## config.mk

```make
export PLATFORM = sky130hd
export DESIGN_NAME = rdd_top
export DESIGN_NICKNAME = d
export VERILOG_FILES = /design/src/rdd_pkg.sv /design/src/rdd_top.sv /design/src/rdd_rst_release.sv
export SDC_FILE = /design/constraint.sdc
export NUM_CORES = 1
export LEC_CHECK = 0
export BUFFER_PORTS_ARGS = -buffer_cell sky130_fd_sc_hd__clkbuf_2
export CAP_MARGIN = 20
export CORE_MARGIN = 1
export CORE_UTILIZATION = 55
export DETAILED_ROUTE_END_ITERATION = 6
export PLACE_DENSITY = 0.75
export SETUP_SLACK_MARGIN = 0.2
export SLEW_MARGIN = 20
export SYNTH_ARGS = -nofsm -noshare
export SYNTH_HDL_FRONTEND = slang
export SYNTH_SLANG_ARGS = --single-unit
```

## constraint.sdc

```tcl
create_clock -name clk -period 3.4 [get_ports clk]
set_clock_uncertainty 0.2 [all_clocks]
set_input_delay 0.34 -clock clk [delete_from_list [all_inputs] [get_ports clk]]
set_output_delay 0.34 -clock clk [all_outputs]
set_load 0.005 [all_outputs]
```

## src/rdd_pkg.sv

```systemverilog
// Package with the constants of the reset domain distributor.
package rdd_pkg;
    localparam int RDD_SYNC_STAGES = 2;
    localparam int RDD_STRETCH_CYCLES = 4;
    localparam int RDD_WDOG_WIDTH = 32;
    localparam logic [31:0] RDD_WDOG_RELOAD_RST = 32'hFFFF_FFFF;
    localparam logic RDD_WDOG_EN_RST = 1'b0;
    localparam int RDD_DOMAINS = 5;
    localparam int RDD_DOM_CORE = 0;
    localparam int RDD_DOM_DEBUG = 1;
    localparam int RDD_DOM_PERIPH = 2;
    localparam int RDD_DOM_WAKEUP = 3;
    localparam int RDD_DOM_WDOG = 4;
    localparam logic [4:0] RDD_MASK_POR = 5'h1F;
    localparam logic [4:0] RDD_MASK_SOFT = 5'h1D;
    localparam logic [4:0] RDD_MASK_WDOG = 5'h17;
    localparam logic [4:0] RDD_MASK_PIN = 5'h1F;

    typedef enum logic [1:0] {
        RDD_PWR_BUS  = 2'b00,
        RDD_PWR_MAIN = 2'b01,
        RDD_PWR_LOW  = 2'b11
    } rdd_pwr_t;
endpackage

```

## src/rdd_top.sv

```systemverilog
// Reset domain distributor with supply switch and watchdog.
// Summary of operation
// RULE_01 - Power-on reset holds all five domains while supply is low.
// RULE_02 - Software reset clears every domain except the debug port.
// RULE_03 - Watchdog timeout resets all domains except the wakeup timer.
// RULE_04 - Watchdog starts disabled and needs a software enable to fire.
// RULE_05 - Watchdog counting pauses while the debugger halts the processor.
// RULE_06 - Low external reset pin resets all five domains.
// RULE_07 - Run from bus supply; switch to main above the dead battery threshold.
// RULE_08 - Sink path control stays operable on bus supply without I/O rail.
// RULE_09 - Brown-out of the main supply is flagged for firmware shutdown.
// RULE_10 - Each domain reset is an OR of sources, async set, sync release.
`timescale 1ns/100ps
module rdd_top
    import rdd_pkg::*;
#(
    parameter int WDOG_WIDTH = rdd_pkg::RDD_WDOG_WIDTH
) (
    input  wire logic                  clk,
    input  wire logic                  rst,
    input  wire logic                  supply_por,
    input  wire logic                  ext_reset_n,
    input  wire logic                  soft_reset_req,
    input  wire logic                  wdog_enable_set,
    input  wire logic                  wdog_kick,
    input  wire logic [WDOG_WIDTH-1:0] wdog_reload,
    input  wire logic                  wdog_reload_load,
    input  wire logic                  cpu_halted,
    input  wire logic                  main_above_dead_battery_threshold,
    input  wire logic                  main_below_min,
    input  wire logic                  io_supply_rail_ok,
    input  wire logic                  sink_path_request,
    output logic                       rst_core,
    output logic                       rst_debug_access_port,
    output logic                       rst_periph,
    output logic                       rst_wakeup,
    output logic                       rst_wdog,
    output logic                       wdog_enabled,
    output logic                       wdog_timeout,
    output logic                       power_from_main,
    output logic                       power_from_bus,
    output logic                       brown_out,
    output logic                       sink_path_control_pin,
    output logic                       sink_path_control_pin_oe_n
);
    import rdd_pkg::*;

    // Pin-side levels pass two flip-flops before use.
    logic [1:0] s_por;
    logic [1:0] s_pin_n;
    logic [1:0] s_main;
    logic [1:0] s_brown;
    logic [1:0] s_io;
    logic [1:0] next_s_por;
    logic [1:0] next_s_pin_n;
    logic [1:0] next_s_main;
    logic [1:0] next_s_brown;
    logic [1:0] next_s_io;

    always_comb begin
        next_s_por   = {s_por[0], supply_por};
        next_s_pin_n = {s_pin_n[0], ext_reset_n};
        next_s_main  = {s_main[0], main_above_dead_battery_threshold};
        next_s_brown = {s_brown[0], main_below_min};
        next_s_io    = {s_io[0], io_supply_rail_ok};
    end

    always_ff @(posedge clk) begin
        if (rst) begin
            s_por   <= 2'h3;
            s_pin_n <= 2'h3;
            s_main  <= 2'h0;
            s_brown <= 2'h0;
            s_io    <= 2'h0;
        end else begin
            s_por   <= next_s_por;
            s_pin_n <= next_s_pin_n;
            s_main  <= next_s_main;
            s_brown <= next_s_brown;
            s_io    <= next_s_io;
        end
    end

    // Watchdog state lives in the watchdog domain.
    logic                  wdog_en;
    logic [WDOG_WIDTH-1:0] wdog_cnt;
    logic [WDOG_WIDTH-1:0] wdog_rel;
    logic                  wdog_fire;
    logic                  next_wdog_en;
    logic [WDOG_WIDTH-1:0] next_wdog_cnt;
    logic [WDOG_WIDTH-1:0] next_wdog_rel;
    logic                  next_wdog_fire;

    always_comb begin
        next_wdog_en   = wdog_en;
        next_wdog_cnt  = wdog_cnt;
        next_wdog_rel  = wdog_rel;
        next_wdog_fire = 1'b0;
        if (wdog_reload_load) begin
            next_wdog_rel = wdog_reload;
        end
        // RULE_04 explicit enable
        if (wdog_enable_set && !wdog_en) begin
            next_wdog_en  = 1'b1;
            next_wdog_cnt = wdog_rel;
        end else if (wdog_en && wdog_kick) begin
            next_wdog_cnt = wdog_rel;
        // RULE_05 halt pause
        end else if (wdog_en && !cpu_halted) begin
            if (wdog_cnt == '0) begin
                // One pulse per expiry; the watchdog reset follows before it can repeat.
                next_wdog_fire = !wdog_fire;
            end else begin
                next_wdog_cnt = wdog_cnt - 1'b1;
            end
        end
    end

    always_ff @(posedge clk) begin
        if (rst || rst_wdog) begin
            wdog_en   <= RDD_WDOG_EN_RST;
            wdog_cnt  <= RDD_WDOG_RELOAD_RST[WDOG_WIDTH-1:0];
            wdog_rel  <= RDD_WDOG_RELOAD_RST[WDOG_WIDTH-1:0];
            wdog_fire <= 1'b0;
        end else begin
            wdog_en   <= next_wdog_en;
            wdog_cnt  <= next_wdog_cnt;
            wdog_rel  <= next_wdog_rel;
            wdog_fire <= next_wdog_fire;
        end
    end

    // Short pulses are stretched so every domain in the source's mask sees a full reset.
    logic [2:0] soft_str;
    logic [2:0] wdog_str;
    logic [2:0] next_soft_str;
    logic [2:0] next_wdog_str;

    always_comb begin
        next_soft_str = (soft_str != 3'h0) ? soft_str - 3'h1 : 3'h0;
        next_wdog_str = (wdog_str != 3'h0) ? wdog_str - 3'h1 : 3'h0;
        if (soft_reset_req) begin
            next_soft_str = 3'(RDD_STRETCH_CYCLES);
        end
        if (wdog_fire) begin
            next_wdog_str = 3'(RDD_STRETCH_CYCLES);
        end
    end

    always_ff @(posedge clk) begin
        if (rst) begin
            soft_str <= 3'h0;
            wdog_str <= 3'h0;
        end else begin
            soft_str <= next_soft_str;
            wdog_str <= next_wdog_str;
        end
    end

    logic             src_por;
    logic             src_soft;
    logic             src_wdog;
    logic             src_pin;
    logic [RDD_DOMAINS-1:0] dom_req;
    logic [RDD_DOMAINS-1:0] dom_rst;

    // RULE_01 power-on source
    assign src_por  = s_por[1] | rst;
    // RULE_02 software source
    assign src_soft = soft_str != 3'h0;
    // RULE_03 watchdog source
    assign src_wdog = wdog_str != 3'h0;
    // RULE_06 pin source
    assign src_pin  = !s_pin_n[1];

    // RULE_10 domain OR
    assign dom_req = ({RDD_DOMAINS{src_por}}  & RDD_MASK_POR)
                   | ({RDD_DOMAINS{src_soft}} & RDD_MASK_SOFT)
                   | ({RDD_DOMAINS{src_wdog}} & RDD_MASK_WDOG)
                   | ({RDD_DOMAINS{src_pin}}  & RDD_MASK_PIN);

    genvar g;
    generate
        for (g = 0; g < RDD_DOMAINS; g++) begin : g_dom
            rdd_rst_release #(
                .STAGES (RDD_SYNC_STAGES)
            ) u_rel (
                .clk     (clk),
                .req     (dom_req[g]),
                .rst_out (dom_rst[g])
            );
        end
    endgenerate

    assign rst_core              = dom_rst[RDD_DOM_CORE];
    assign rst_debug_access_port = dom_rst[RDD_DOM_DEBUG];
    assign rst_periph            = dom_rst[RDD_DOM_PERIPH];
    assign rst_wakeup            = dom_rst[RDD_DOM_WAKEUP];
    assign rst_wdog              = dom_rst[RDD_DOM_WDOG];

    // Supply selection state.
    rdd_pwr_t pwr;
    rdd_pwr_t next_pwr;
    logic     sink_q;
    logic     next_sink_q;

    always_comb begin
        next_pwr = pwr;
        case (pwr)
            // RULE_07 bus to main
            RDD_PWR_BUS: begin
                if (s_main[1]) begin
                    next_pwr = RDD_PWR_MAIN;
                end
            end
            // RULE_09 brown-out guard
            RDD_PWR_MAIN: begin
                if (s_brown[1]) begin
                    next_pwr = RDD_PWR_LOW;
                end else if (!s_main[1]) begin
                    next_pwr = RDD_PWR_BUS;
                end
            end
            RDD_PWR_LOW: begin
                if (!s_main[1]) begin
                    next_pwr = RDD_PWR_BUS;
                end else if (!s_brown[1]) begin
                    next_pwr = RDD_PWR_MAIN;
                end
            end
            default: begin
                next_pwr = RDD_PWR_BUS;
            end
        endcase
        next_sink_q = sink_path_request;
    end

    always_ff @(posedge clk) begin
        if (rst) begin
            pwr    <= RDD_PWR_BUS;
            sink_q <= 1'b0;
        end else begin
            pwr    <= next_pwr;
            sink_q <= next_sink_q;
        end
    end

    assign wdog_enabled    = wdog_en;
    assign wdog_timeout    = wdog_fire;
    assign power_from_main = pwr == RDD_PWR_MAIN;
    assign power_from_bus  = pwr == RDD_PWR_BUS;
    assign brown_out       = pwr == RDD_PWR_LOW;
    assign sink_path_control_pin = sink_q;
    // RULE_08 sink without rail
    assign sink_path_control_pin_oe_n = !(s_io[1] || pwr == RDD_PWR_BUS);
endmodule // rdd_top

```

## src/rdd_rst_release.sv

```systemverilog
// Reset output cell that asserts at once and releases on the clock.
`timescale 1ns/100ps
module rdd_rst_release #(
    parameter int STAGES = 2
) (
    input  wire logic clk,
    input  wire logic req,
    output logic      rst_out
);
    logic [STAGES-1:0] chain;

    // RULE_10 async assert
    always_ff @(posedge clk or posedge req) begin
        if (req) begin
            chain <= '1;
        end else begin
            chain <= {chain[STAGES-2:0], 1'b0};
        end
    end

    assign rst_out = chain[STAGES-1];
endmodule // rdd_rst_release

```

# Word-level counts from Yosys, hierarchy flattened
# Cells that the tools add are included.
dict set report totals {
  register_bits 95
  latchBits 0
  mem_bits_rw 0
  romBits 0
  wordCells 71
  memories 0
}
dict set report classes {
  addsub 3
  n_mul 0
  div 0
  magnitude_cmp 0
  n_eq_ne 6
  shifts 0
  muxes 14
  bitwise_logic 8
  n_reduce_logical 20
}
# operator n
set op_table {}
lappend op_table {{$mux W32} 4}
lappend op_table {{$logic_not A32 Y1} 1}
lappend op_table {{$sub A32 B1 Y32 const B} 1}
lappend op_table {{$or A5 B5 Y5} 3}
lappend op_table {{$mux W3} 4}
lappend op_table {{$mux W2} 5}
lappend op_table {{$reduce_bool A3 Y1} 3}
lappend op_table {{$ne A3 B3 Y1 const B} 2}
lappend op_table {{$pmux W2 S3} 1}
lappend op_table {{$reduce_or A3 Y1} 2}
lappend op_table {{$sub A3 B1 Y3 const B} 2}
lappend op_table {{$logic_not A1 Y1} 5}
lappend op_table {{$reduce_or A5 Y1} 1}
lappend op_table {{$not A1 Y1} 4}
lappend op_table {{$logic_and A1 B1 Y1} 3}
lappend op_table {{$ne A3 B2 Y1 const B} 1}
lappend op_table {{$reduce_and A3 Y1} 1}
lappend op_table {{$eq A2 B1 Y1 const B} 1}
lappend op_table {{$eq A2 B2 Y1 const B} 1}
lappend op_table {{$logic_not A2 Y1} 1}
lappend op_table {{$logic_or A1 B1 Y1} 2}
lappend op_table {{$ne A2 B1 Y1 const B} 1}
lappend op_table {{$reduce_and A2 Y1} 1}
lappend op_table {{$or A1 B1 Y1} 1}

# Depth between registers and ports, before layout
# Gate-level depths: netlist of run 1.
dict set report logic_depth {
  word_depth 5
  ltp_mapped 9
  ltp_nobuf 8
}

# Modules after synthesis
# Synthesis of run 1 repeated with hierarchy kept, for this count alone.
dict set report hier_totals {
  hier_cells 470
  area_unflattened_um2 4269.1
}
# module instances cells_each area_each_um2 seq_area_each_um2
set by_module_without_submodules {}
lappend by_module_without_submodules {rdd_top 1 450 3968.8 1701.6}
lappend by_module_without_submodules {rdd_rst_release 5 4 60.1 52.6}

# Worst setup path after synthesis of run 1
# No wires, ideal clock.
dict set report synth_path {
  kind {register to register}
  start {register wdog_cnt[0]}
  end {register wdog_cnt[17]}
  setup_ps 93
  arrival_ps 2028
  slack_ps 1079
  stages_incl_launch_ff 9
  path_buffers 0
  period_less_slack_ps 2321
  path_cell_list {dfxtp_1 -> inv_1 -> ha_1 -> nor4b_2 -> nand3_1 -> o31ai_2 -> or4_4 -> or3_1 -> o311ai_2}
}
dict set report synth_via {
  elab_chain_len 5
}
# element line_no
set synth_rtl {}
lappend synth_rtl {{from (decl)} rdd_top.sv:86} ;# logic [WDOG_WIDTH-1:0] wdog_cnt;
lappend synth_rtl {{from (signal assigned)} rdd_top.sv:122} ;# wdog_cnt <= RDD_WDOG_RELOAD_RST[WDOG_WIDTH-1:0];
lappend synth_rtl {{from (signal assigned)} rdd_top.sv:127} ;# wdog_cnt <= next_wdog_cnt;
lappend synth_rtl {{$sub A32 B1 Y32} rdd_top.sv:114} ;# next_wdog_cnt = wdog_cnt - 1'b1;
lappend synth_rtl {{$mux W32} rdd_top.sv:110} ;# if (wdog_cnt == '0) begin
lappend synth_rtl {{$mux W32} rdd_top.sv:109} ;# end else if (wdog_en && !cpu_halted) begin
lappend synth_rtl {{$mux W32} rdd_top.sv:106} ;# end else if (wdog_en && wdog_kick) begin
lappend synth_rtl {{$mux W32} rdd_top.sv:103} ;# if (wdog_enable_set && !wdog_en) begin
# Several ways; a longest one is shown, not always the timed one. The select of a mux whose other input is x is not followed.
# A chain may end at the register's enable or synchronous reset.

# Worst setup path in the final report of run 1
dict set report layout_path {
  start {register wdog_cnt[0]}
  end {register wdog_cnt[3]}
}
# The elaborated chain is that of the path after synthesis.

==> qor.yml, run 1 <==
outcome:
  status: "completed"
clock_tree:
  post-cts-setup-buffer-count: 0
  cts.reportedPaths.clkPinSlew_ns: 0.09
  cts_made_buffers: 9
  insertion_delay_ns: 0.36
  cts-root-buf: "clkbuf_8"
  cts_resized: 0
  cts_tree: "yes"
  clock-sinks: 91
  htree_levels: 3
  clock_path_buffers: 2
synth:
  avgSynthCellArea_um2: 9.36
  synth_compound_area_share_pct: 11.8
  yosysWarningCount: 0
  syn_inst: 417
  yosysUniqueCellTypes: 54
  synth-adder-area-share_pct: 1.92
  synth_top_family_by_area: "simple AND/OR/NAND/NOR gates"
  syn-cell-area_um2: 3900
  synthArstFlopShare_pct: 6.59
  yosysSeqAreaShare_pct: 47.7
  synth-edff-count: 0
  synth-xor-area-share_pct: 2.47
  yosys.area_share.simple_pct: 23.8
  synth_mux_area_share_pct: 8.76
  synth-seq-cells: 91
  synth_flop_cell: "dfxtp_1"
pwr:
  internal-power_mw: 1.75
  ir_drop_uv: 373
  leakagePower_nw: 1.92
  clockPowerShare_pct: 38.6
  p_sw_share_pct: 23.3
  p_comb_share_pct: 11.0
  p_per_area_nw_per_um2: 472
  switching_power_mw: 0.531
  pwr-share-seq_pct: 50.4
timing:
  setup_tns_ns: 0
  finalCritPeriodShare_pct: 76.3
  tightest_slew_ns: 1.04
  rsz0062_at_grt: "false"
  setup_violations: 0
  period_needed_ns: 2.59
  timing.slew.headroom_pct: 30.4
  drv_slew: 0
  fmax_mhz: 386
  hold_viol: 0
  worst_slack_ns: 0.807
grt:
  grt_overflow: 0
  grt_first_pass_wirelength_um: 14300
  grt_max_degree: 36
  gr-usage-all-layers_pct: 24.6
  antenna_found_initial: 0
  grt_pass1_vias: 3211
floorplanning:
  rows: 30
  start_util_pct: 57.1
  core-area_um2: 6830
  ios: 57
  die_area_um2: 7430
  chipHeight_um: 86.2
  die_x_um: 86.2
finish:
  final_util_pct: 70.8
  antenna_cells: 0
  design_area_um2: 4840
  finalNetCount: 551
  mostFrequentLayoutCell: "dfxtp_1"
  area_growth_pct: 24.0
  layout_common_cells: "dfxtp_1, clkbuf_2, nand2_1"
  layout-drive-gt1-share_pct: 20.2
  n_fill_cell: 556
setup_path:
  path_max_fanout: 11
  crit_path_end_kind: "flip-flop"
  crit_path_max_incr_delay_ns: 0.46
  worst-path-buf-inv: 2
  arrival_ns: 2.62
  path_cells: "inv_1 > ha_1 > nor4b_2 > nand3_1 > o31ai_2 > buf_4 > nor4_1 > xnor2_1 > o211ai_1"
  cp.required_ns: 3.42
  crit_type: "flip-flop to flip-flop"
  critPathTopFamily: "simple AND/OR/NAND/NOR gates"
  cpMaxStageDelayCell: "o31ai_2"
  start_kind: "flip-flop"
drt:
  wl_um: 8650
  num_vias: 3340
  vias_per_cell: 5.56
  drc: 0
  postRouteAntennaNets: 0
  first_pass_iters: 5
  drt-initial-drc-count: 146
  routedWlPerCell_um: 14.4
place:
  io_buffers: 56
  post_dp_cell_area_um2: 4250
  place_congestion: 0.848
  pre_cts_ws_ns: 0.861
  post-dp-hpwl_um: 5740
worst_hold_path:
  hold_path.class: "input port to flip-flop"
run:
  maxCapViolations: 0
## flip-flops by register name, indices dropped and copies added, names as in the netlist, 3 cells and up
signal / cells
wdog_cnt: 32
wdog_rel: 32
g_dom.u_rel.chain: 6
soft_str: 3
wdog_str: 3
## routing by layer
metal / routed length (um) / GRT usage [%] / part of all wire (%) / vias to the layer above
li1: - / - / - / 1657
met1: 3830 / 29.1 / 44 / 1574
met2: 4280 / 43.1 / 49 / 97
met3: 420 / 6.67 / 4.9 / 12
met4: 119 / 8.79 / 1.4 / 0
met5: 0 / 0 / 0 / -
## power groups by stage
stage | logic, mW | clock network [mW] | registers, mW
after floorplan | 0.153 | 0 | 1.17
after global placement | 0.209 | 0 | 1.17
after detailed placement | 0.219 | 0 | 1.17
after CTS | 0.252 | 0.898 | 1.15
after global routing | 0.282 | 0.938 | 1.16
final | 0.251 | 0.881 | 1.15
## tightest hold or removal path: stages
cell	delay, ns
clkbuf_2	0.08
mux2i_1	0.05
nand2_1	0.06
## final cells by class
| type | count | area (um2) | share of cell area (%) |
|---|---|---|---|
| Multi-Input combinational cell | 294 | 1920 | 39.7 |
| Clock inverter | 6 | 111 | 2.30 |
| Timing Repair Buffer | 94 | 651 | 13.4 |
| Inverter | 10 | 37.5 | 0.776 |
| Sequential cell | 91 | 1860 | 38.4 |
| Clock buffer | 10 | 138 | 2.84 |
| Tap cell | 96 | 120 | 2.48 |
## kinds of logic after synthesis
family          count (synthesis)
buf+inv                        34
xor+xnor                       11
mux                            34
simple gates                  174
flops                          91
fa+ha+maj                       6
other cells                     1
compound gates                 66
## synthesized netlist by cell type (all sizes together) (4+ instances only)
cell	n	area share [%]
o21ai	14	1.8
or2	5	0.80
or4	6	1.3
buf	9	1.2
o211ai	10	1.9
inv	10	0.96
or3	10	1.6
ha	6	1.9
a211oi	4	0.77
o311ai	8	2.2
nor2b	12	1.9
clkbuf	15	1.4
dfxtp	85	44
o31a	6	1.3
nand3	13	1.8
nand2	45	4.3
nor2	31	3.0
nor3	23	3.1
mux2i	33	8.5
a21oi	16	2.1
and3	6	0.96
nor4	13	2.8
dfstp	6	4.0
xnor2	10	2.2
## path summary, 6_finish.rpt
path                                            to  cells after the start       startpoint  slack (ns)
setup / recovery                       wdog_cnt[3]                      9      wdog_cnt[0]        0.81
hold / removal                        wdog_rel[25]                      3  wdog_reload[25]       0.006
setup reg to reg                       wdog_cnt[3]                      9      wdog_cnt[0]        0.81
hold reg to reg            g_dom[3].u_rel.chain[0]                      1       s_pin_n[1]        0.14
max in group asynchronous  g_dom[0].u_rel.chain[1]                      5      wdog_str[0]        2.13
min in group asynchronous  g_dom[3].u_rel.chain[0]                      1       s_pin_n[1]        0.14
## stage by stage
step                      total power [mW]  hold slack [ns]  instances
after floorplan                       1.32            0.108        419
after global placement                1.38            0.132        551
after detailed placement              1.39            0.137        551
after CTS                             2.30         0.000754        601
after global routing                  2.38           0.0120        601
final                                 2.28          0.00631        601
## what timing repair did
| item | CTS | global route |
|---|---|---|
| hold buffers | 34 | 0 |
| endpoints found under the setup margin | 0 | 0 |
| hold endpoints to repair | 35 | 0 |
No activity file was read; power rests on OpenSTA's default activity.
==> run 2, diff against run 1 <==
--- a/config.mk
+++ b/config.mk
@@ -8,9 +8,9 @@
 export BUFFER_PORTS_ARGS = -buffer_cell sky130_fd_sc_hd__clkbuf_2
 export CAP_MARGIN = 20
 export CORE_MARGIN = 1
-export CORE_UTILIZATION = 55
+export CORE_UTILIZATION = 51
 export DETAILED_ROUTE_END_ITERATION = 6
-export PLACE_DENSITY = 0.75
+export PLACE_DENSITY = 0.73
 export SETUP_SLACK_MARGIN = 0.2
 export SLEW_MARGIN = 20
 export SYNTH_ARGS = -nofsm -noshare
==> constraint.sdc (replaced) <==
create_clock -name clk -period 2.2 [get_ports clk]
set_clock_uncertainty 0.2 [all_clocks]
set_input_delay 0.22 -clock clk [delete_from_list [all_inputs] [get_ports clk]]
set_output_delay 0.22 -clock clk [all_outputs]
set_load 0.005 [all_outputs]
==> qor.yml, run 2 (same netlist as run 1, synthesis figures left out) <==
drt:
  wl_um: 12200  # +41%
  postRouteAntennaNets: 0  # unchanged
  routedWlPerCell_um: 18.1  # +26%
  drc: 0  # unchanged
  drt-initial-drc-count: 294  # +100%
  vias_per_cell: 5.82  # +4.8%
  first_pass_iters: 5  # unchanged
  num_vias: 3918  # +17%
run:
  maxCapViolations: 0  # unchanged
outcome:
  violations: "setup timing"
  status: "finished with violations"
finish:
  mostFrequentLayoutCell: "dfxtp_1"
  layout_common_cells: "dfxtp_1, clkbuf_2, buf_4"
  finalNetCount: 620  # +13%
  top_regs: "wdog_cnt x32, wdog_rel x32, g_dom.u_rel.chain x6"
  layout-drive-gt1-share_pct: 39.4  # +19 points
  area_growth_pct: 49.4
  antenna_cells: 0  # unchanged
floorplanning:
  die_area_um2: 8000  # +7.7%
  core-area_um2: 7330  # +7.3%
  ios: 57  # unchanged
  chipHeight_um: 89.5  # +3.8%
  die_x_um: 89.5  # +3.8%
  rows: 31  # +3.3%
  start_util_pct: 53.2  # -3.9 points
timing:
  period_needed_ns: 2.39  # -0.206 ns
  timing.slew.headroom_pct: 63.7  # +33 points
  worst_slack_ns: -0.187  # -0.994 ns
  setup_violations: 23  # +23
  drv_slew: 0  # unchanged
  finalCritPeriodShare_pct: 109  # +32 points
  fmax_mhz: 419  # +8.6%
  hold_viol: 0  # unchanged
  rsz0062_at_grt: "true"
  tightest_slew_ns: 0.544  # -0.499 ns
pwr:
  total_power_mw: 3.46  # +52%
  ir_drop_uv: 334  # -10%
  leakagePower_nw: 2.41  # +26%
  switching_power_mw: 0.949  # +79%
  pwr-share-seq_pct: 51.5  # +1.1 points
  p_per_area_nw_per_um2: 594  # +26%
  clockPowerShare_pct: 34.1  # -4.5 points
  internal-power_mw: 2.51  # +43%
  p_sw_share_pct: 27.4  # +4.1 points
  p_comb_share_pct: 14.3  # +3.3 points
grt:
  antenna_found_initial: 0  # unchanged
  grt_pass1_vias: 3497  # +8.9%
  gr-usage-all-layers_pct: 26.7  # +2.1 points
  grt_first_pass_wirelength_um: 16300  # +14%
  grt_overflow: 0  # unchanged
  grt_max_degree: 31  # -14%
place:
  place_congestion: 0.848  # about the same
  io_buffers: 56  # unchanged
  pre_cts_ws_ns: -0.0600  # -0.921 ns
  post-dp-hpwl_um: 6250  # +8.8%
clock_tree:
  cts_tree: "yes"
  cts.reportedPaths.clkPinSlew_ns: 0.10  # about the same
  clock_path_buffers: 2  # unchanged
  clock-sinks: 91  # unchanged
  htree_levels: 3  # unchanged
  insertion_delay_ns: 0.37  # about the same
  cts-root-buf: "clkbuf_8"
  cts_made_buffers: 9  # unchanged
setup_path:
  crit_path_end_kind: "flip-flop"
  cp.required_ns: 2.25  # -1.17 ns
  crit_type: "flip-flop to flip-flop"
  path_max_fanout: 5  # -6
  start_kind: "flip-flop"
  arrival_ns: 2.44  # -0.18 ns
worst_hold_path:
  hold_path.class: "input port to flip-flop"
[run 2: cell types whose count changed in the layout (fill, tap and decap cells not counted), moves of 5 or more]
cell           change
buf_6             +12
dfxtp_1            -7
or3_1              -6
or3_4              +6
o21ai_0            -6
nor3_1             -9
buf_4             +45
dfxtp_2            +7
nor4_1             -5
nand3_2            +5
nand3_1            -8
dlygate4sd3_1      +7
nor3_2             +7
[run 2: layer usage]
metal / track usage, % / vias to the layer above / wire length (um)
li1: - / 1790 / -
met1: 33.6 / 1886 / 4990
met2: 44.6 / 193 / 5990
met3: 4.52 / 49 / 720
met4: 13.1 / 0 / 483
met5: 0 / - / 0
[run 2: power groups by stage]
stage	clock network (mW)	registers [mW]	logic, mW
after floorplan	0	1.80	0.239
after global placement	0	1.81	0.355
after detailed placement	0	1.81	0.373
after CTS	1.17	1.77	0.442
after global routing	1.26	1.79	0.539
final	1.18	1.78	0.496
[run 2: timing repair]
item / in CTS / in global routing
hold buffers: 41 / 0
endpoints found under the hold margin: 49 / 0
gates cloned: 0 / 1
setup buffers: 9 / 16
pin swaps: 23 / 32
endpoints found under the setup margin: 31 / 33
resized for setup: 42 / 49
[run 2: path summary, 6_finish.rpt]
check	slack, ns	to	depth (start not counted)	from
setup / recovery	-0.19	wdog_cnt[25]	7	wdog_cnt[30]
hold / removal	0.12	wdog_cnt[17]	3	wdog_kick
setup reg to reg	-0.19	wdog_cnt[25]	7	wdog_cnt[30]
hold reg to reg	0.16	g_dom[3].u_rel.chain[1]	1	s_pin_n[1]
max in group asynchronous	0.79	g_dom[4].u_rel.chain[0]	5	wdog_str[0]
min in group asynchronous	0.16	g_dom[3].u_rel.chain[1]	1	s_pin_n[1]
[run 2: worst max-delay path, cell delays in order (launching register included)]
cell      delay [ns]
dfxtp_1         0.37
nor3_1          0.38
nand3_2         0.24
o311ai_4        0.46
buf_6           0.20
nor3_2          0.05
a211oi_1        0.22
o21ai_1         0.14
[run 2: layout make-up]
| class | instances | area [um2] |
|---|---|---|
| well taps | 99 | 124 |
| clock buffers | 10 | 128 |
| fillers | 429 | 1500 |
| repair buffers | 163 | 1290 |
| clock inverters | 6 | 71.3 |
| flip-flops and latches | 91 | 1870 |
| inverters | 10 | 37.5 |
| multi-input cells | 294 | 2310 |
[run 2: stage by stage]
stage | hold slack [ns] | utilization, % | cell area, um2 | setup TNS [ns] | std cells
floorplan | 0.0917 | - | 3980 | 0 | 419
global placement | 0.137 | 63.1 | 4630 | 0 | 590
detailed placement | 0.150 | 63.1 | 4630 | -0.332 | 590
CTS | 0.0783 | 74.6 | 5470 | -0.110 | 656
global route | 0.123 | 79.5 | 5830 | -3.09 | 673
finish | 0.122 | 79.5 | 5830 | -1.53 | 673
==> run 3, diff against run 2 <==
--- a/config.mk
+++ b/config.mk
@@ -7,8 +7,10 @@
 export LEC_CHECK = 0
 export BUFFER_PORTS_ARGS = -buffer_cell sky130_fd_sc_hd__clkbuf_2
 export CAP_MARGIN = 20
+export CELL_PAD_IN_SITES_DETAIL_PLACEMENT = 1
+export CELL_PAD_IN_SITES_GLOBAL_PLACEMENT = 1
 export CORE_MARGIN = 1
-export CORE_UTILIZATION = 51
+export CORE_UTILIZATION = 39
 export DETAILED_ROUTE_END_ITERATION = 6
 export PLACE_DENSITY = 0.73
 export SETUP_SLACK_MARGIN = 0.2
==> qor.yml, run 3 (same netlist as run 1, synthesis figures left out) <==
finish:
  n_fill_cell: 1080  # +150%
  layout-drive-gt1-share_pct: 38.6  # -0.78 points
  mostFrequentLayoutCell: "dfxtp_1"
  top_regs: "wdog_cnt x32, wdog_rel x32, g_dom.u_rel.chain x6"
  layout_common_cells: "dfxtp_1, clkbuf_2, buf_4"
  antenna_cells: 0  # unchanged
  final_util_pct: 60.0  # -19 points
  finalNetCount: 616  # -0.65%
  area_growth_pct: 49.7
setup_path:
  cpMaxStageDelayCell: "or3_4"
  start_kind: "flip-flop"
  path_cells: "nor4_4 > and3_4 > nand4_1 > or3_4 > o311ai_2 > o211ai_1"
  crit_path_end_kind: "flip-flop"
  arrival_ns: 2.45  # about the same
  cp.required_ns: 2.26  # about the same
  crit_type: "flip-flop to flip-flop"
  crit_path_max_incr_delay_ns: 0.45  # about the same
  critPathTopFamily: "simple AND/OR/NAND/NOR gates"
  worst-path-buf-inv: 0  # -1
  path_max_fanout: 5  # unchanged
timing:
  period_needed_ns: 2.39  # +0.000881 ns
  fmax_mhz: 419  # about the same
  setup_tns_ns: -2.71  # -1.18 ns
  tightest_slew_ns: 0.509  # -0.0356 ns
  worst_slack_ns: -0.188  # -0.000881 ns
  finalCritPeriodShare_pct: 109  # about the same
  hold_viol: 0  # unchanged
  setup_violations: 25  # +8.7%
  drv_slew: 0  # unchanged
  timing.slew.headroom_pct: 66.1  # +2.4 points
  rsz0062_at_grt: "true"
run:
  maxCapViolations: 0  # unchanged
floorplanning:
  ios: 57  # unchanged
  die_x_um: 102  # +14%
  chipHeight_um: 102  # +14%
  start_util_pct: 40.1  # -13 points
  die_area_um2: 10400  # +30%
  core-area_um2: 9730  # +33%
  rows: 36  # +16%
clock_tree:
  clock_path_buffers: 2  # unchanged
  htree_levels: 3  # unchanged
  cts-root-buf: "clkbuf_8"
  cts_tree: "yes"
  insertion_delay_ns: 0.39  # +0.02 ns
  clock-sinks: 91  # unchanged
  cts.reportedPaths.clkPinSlew_ns: 0.11  # about the same
  cts_made_buffers: 9  # unchanged
drt:
  vias_per_cell: 5.55  # -4.7%
  first_pass_iters: 4  # -1
  drt-initial-drc-count: 126  # -57%
  drc: 0  # unchanged
  wl_um: 13600  # +12%
  routedWlPerCell_um: 19.3  # +6.8%
  postRouteAntennaNets: 0  # unchanged
  num_vias: 3900  # -0.46%
worst_hold_path:
  hold_path.class: "input port to flip-flop"
pwr:
  total_power_mw: 3.41  # -1.4%
  ir_drop_uv: 590  # +77%
  leakagePower_nw: 2.39  # -0.79%
  p_per_area_nw_per_um2: 584  # -1.6%
grt:
  grt_first_pass_wirelength_um: 18300  # +12%
  antenna_found_initial: 0  # unchanged
  gr-usage-all-layers_pct: 23.1  # -3.6 points
  grt_overflow: 0  # unchanged
  grt_pass1_vias: 3852  # +10%
  grt_max_degree: 33  # +6.5%
outcome:
  status: "finished with violations"
  violations: "setup timing"
place:
  io_buffers: 56  # unchanged
  pre_cts_ws_ns: -0.0512  # +0.00887 ns
  place_congestion: 0.796  # -6.1%
  post-dp-hpwl_um: 7350  # +18%
run 3: changes by cell type in the layout (fill, tap and decap cells not counted), sizes merged:
cell         change
bufinv           -1
buf              -3
dlygate4sd3      -1
clkbuf           -1
clkinv           +1
inv              +1
run 3: through the flow:
| stage | hold slack, ns | area (um2) | instances |
|---|---|---|---|
| after floorplan | 0.0917 | 3980 | 419 |
| after global placement | 0.138 | 4650 | 622 |
| after detailed placement | 0.148 | 4650 | 622 |
| after CTS | 0.0620 | 5420 | 685 |
| after global routing | 0.0852 | 5840 | 703 |
| final | 0.0676 | 5840 | 703 |
run 3: worst register-to-register path, delay by kind of cell (launching register included):
kind | cells | cell delay (ns)
simple gates | 4 | 1.32
compound gates | 2 | 0.38
flops | 1 | 0.35
run 3: path summary, 6_finish.rpt:
| check | startpoint | slack, ns | cells after the start | endpoint |
|---|---|---|---|---|
| worst max-delay path | wdog_cnt[17] | -0.19 | 6 | wdog_cnt[30] |
| worst min-delay path | rst | 0.07 | 3 | wdog_str[2] |
| worst max register to register | wdog_cnt[17] | -0.19 | 6 | wdog_cnt[30] |
| worst min register to register | s_pin_n[1] | 0.16 | 1 | g_dom[3].u_rel.chain[0] |
| max in group asynchronous | wdog_str[1] | 0.92 | 5 | g_dom[4].u_rel.chain[0] |
| min in group asynchronous | rst | 0.14 | 4 | g_dom[3].u_rel.chain[0] |
run 3: timing repair:
item                                   in CTS  in global routing
gates cloned                                0                  1
setup endpoints to repair                  31                 32
pin swaps                                  13                 35
resized for setup                          31                 62
hold buffers                               40                  0
buffers inserted                            7                 17
endpoints found under the hold margin      42                  0
run 3: power by group:
| group | switching, mW | internal (mW) | leakage, nW |
|---|---|---|---|
| Clock | 0.698 | 0.440 | 0.0918 |
| Sequential | 0.0517 | 1.73 | 0.755 |
| Combinational | 0.255 | 0.239 | 1.54 |
run 3: layer usage:
metal / part of all wire [%] / global-route usage (%) / vias to the layer above
li1: - / - / 1785
met1: 41 / 25.9 / 1929
met2: 51 / 41.4 / 133
met3: 3.9 / 5.06 / 53
met4: 4.6 / 11.1 / 0
met5: 0 / 0 / -
run 3: area by class of cell:
| cell class | instances | area [um2] | share of cell area [%] |
|---|---|---|---|
| flip-flops and latches | 91 | 1870 | 32.1 |
| clock inverters | 7 | 66.3 | 1.14 |
| clock buffers | 9 | 124 | 2.12 |
| inverters | 10 | 40.0 | 0.685 |
| repair buffers | 159 | 1250 | 21.4 |
| well taps | 133 | 166 | 2.85 |
| multi-input cells | 294 | 2320 | 39.8 |
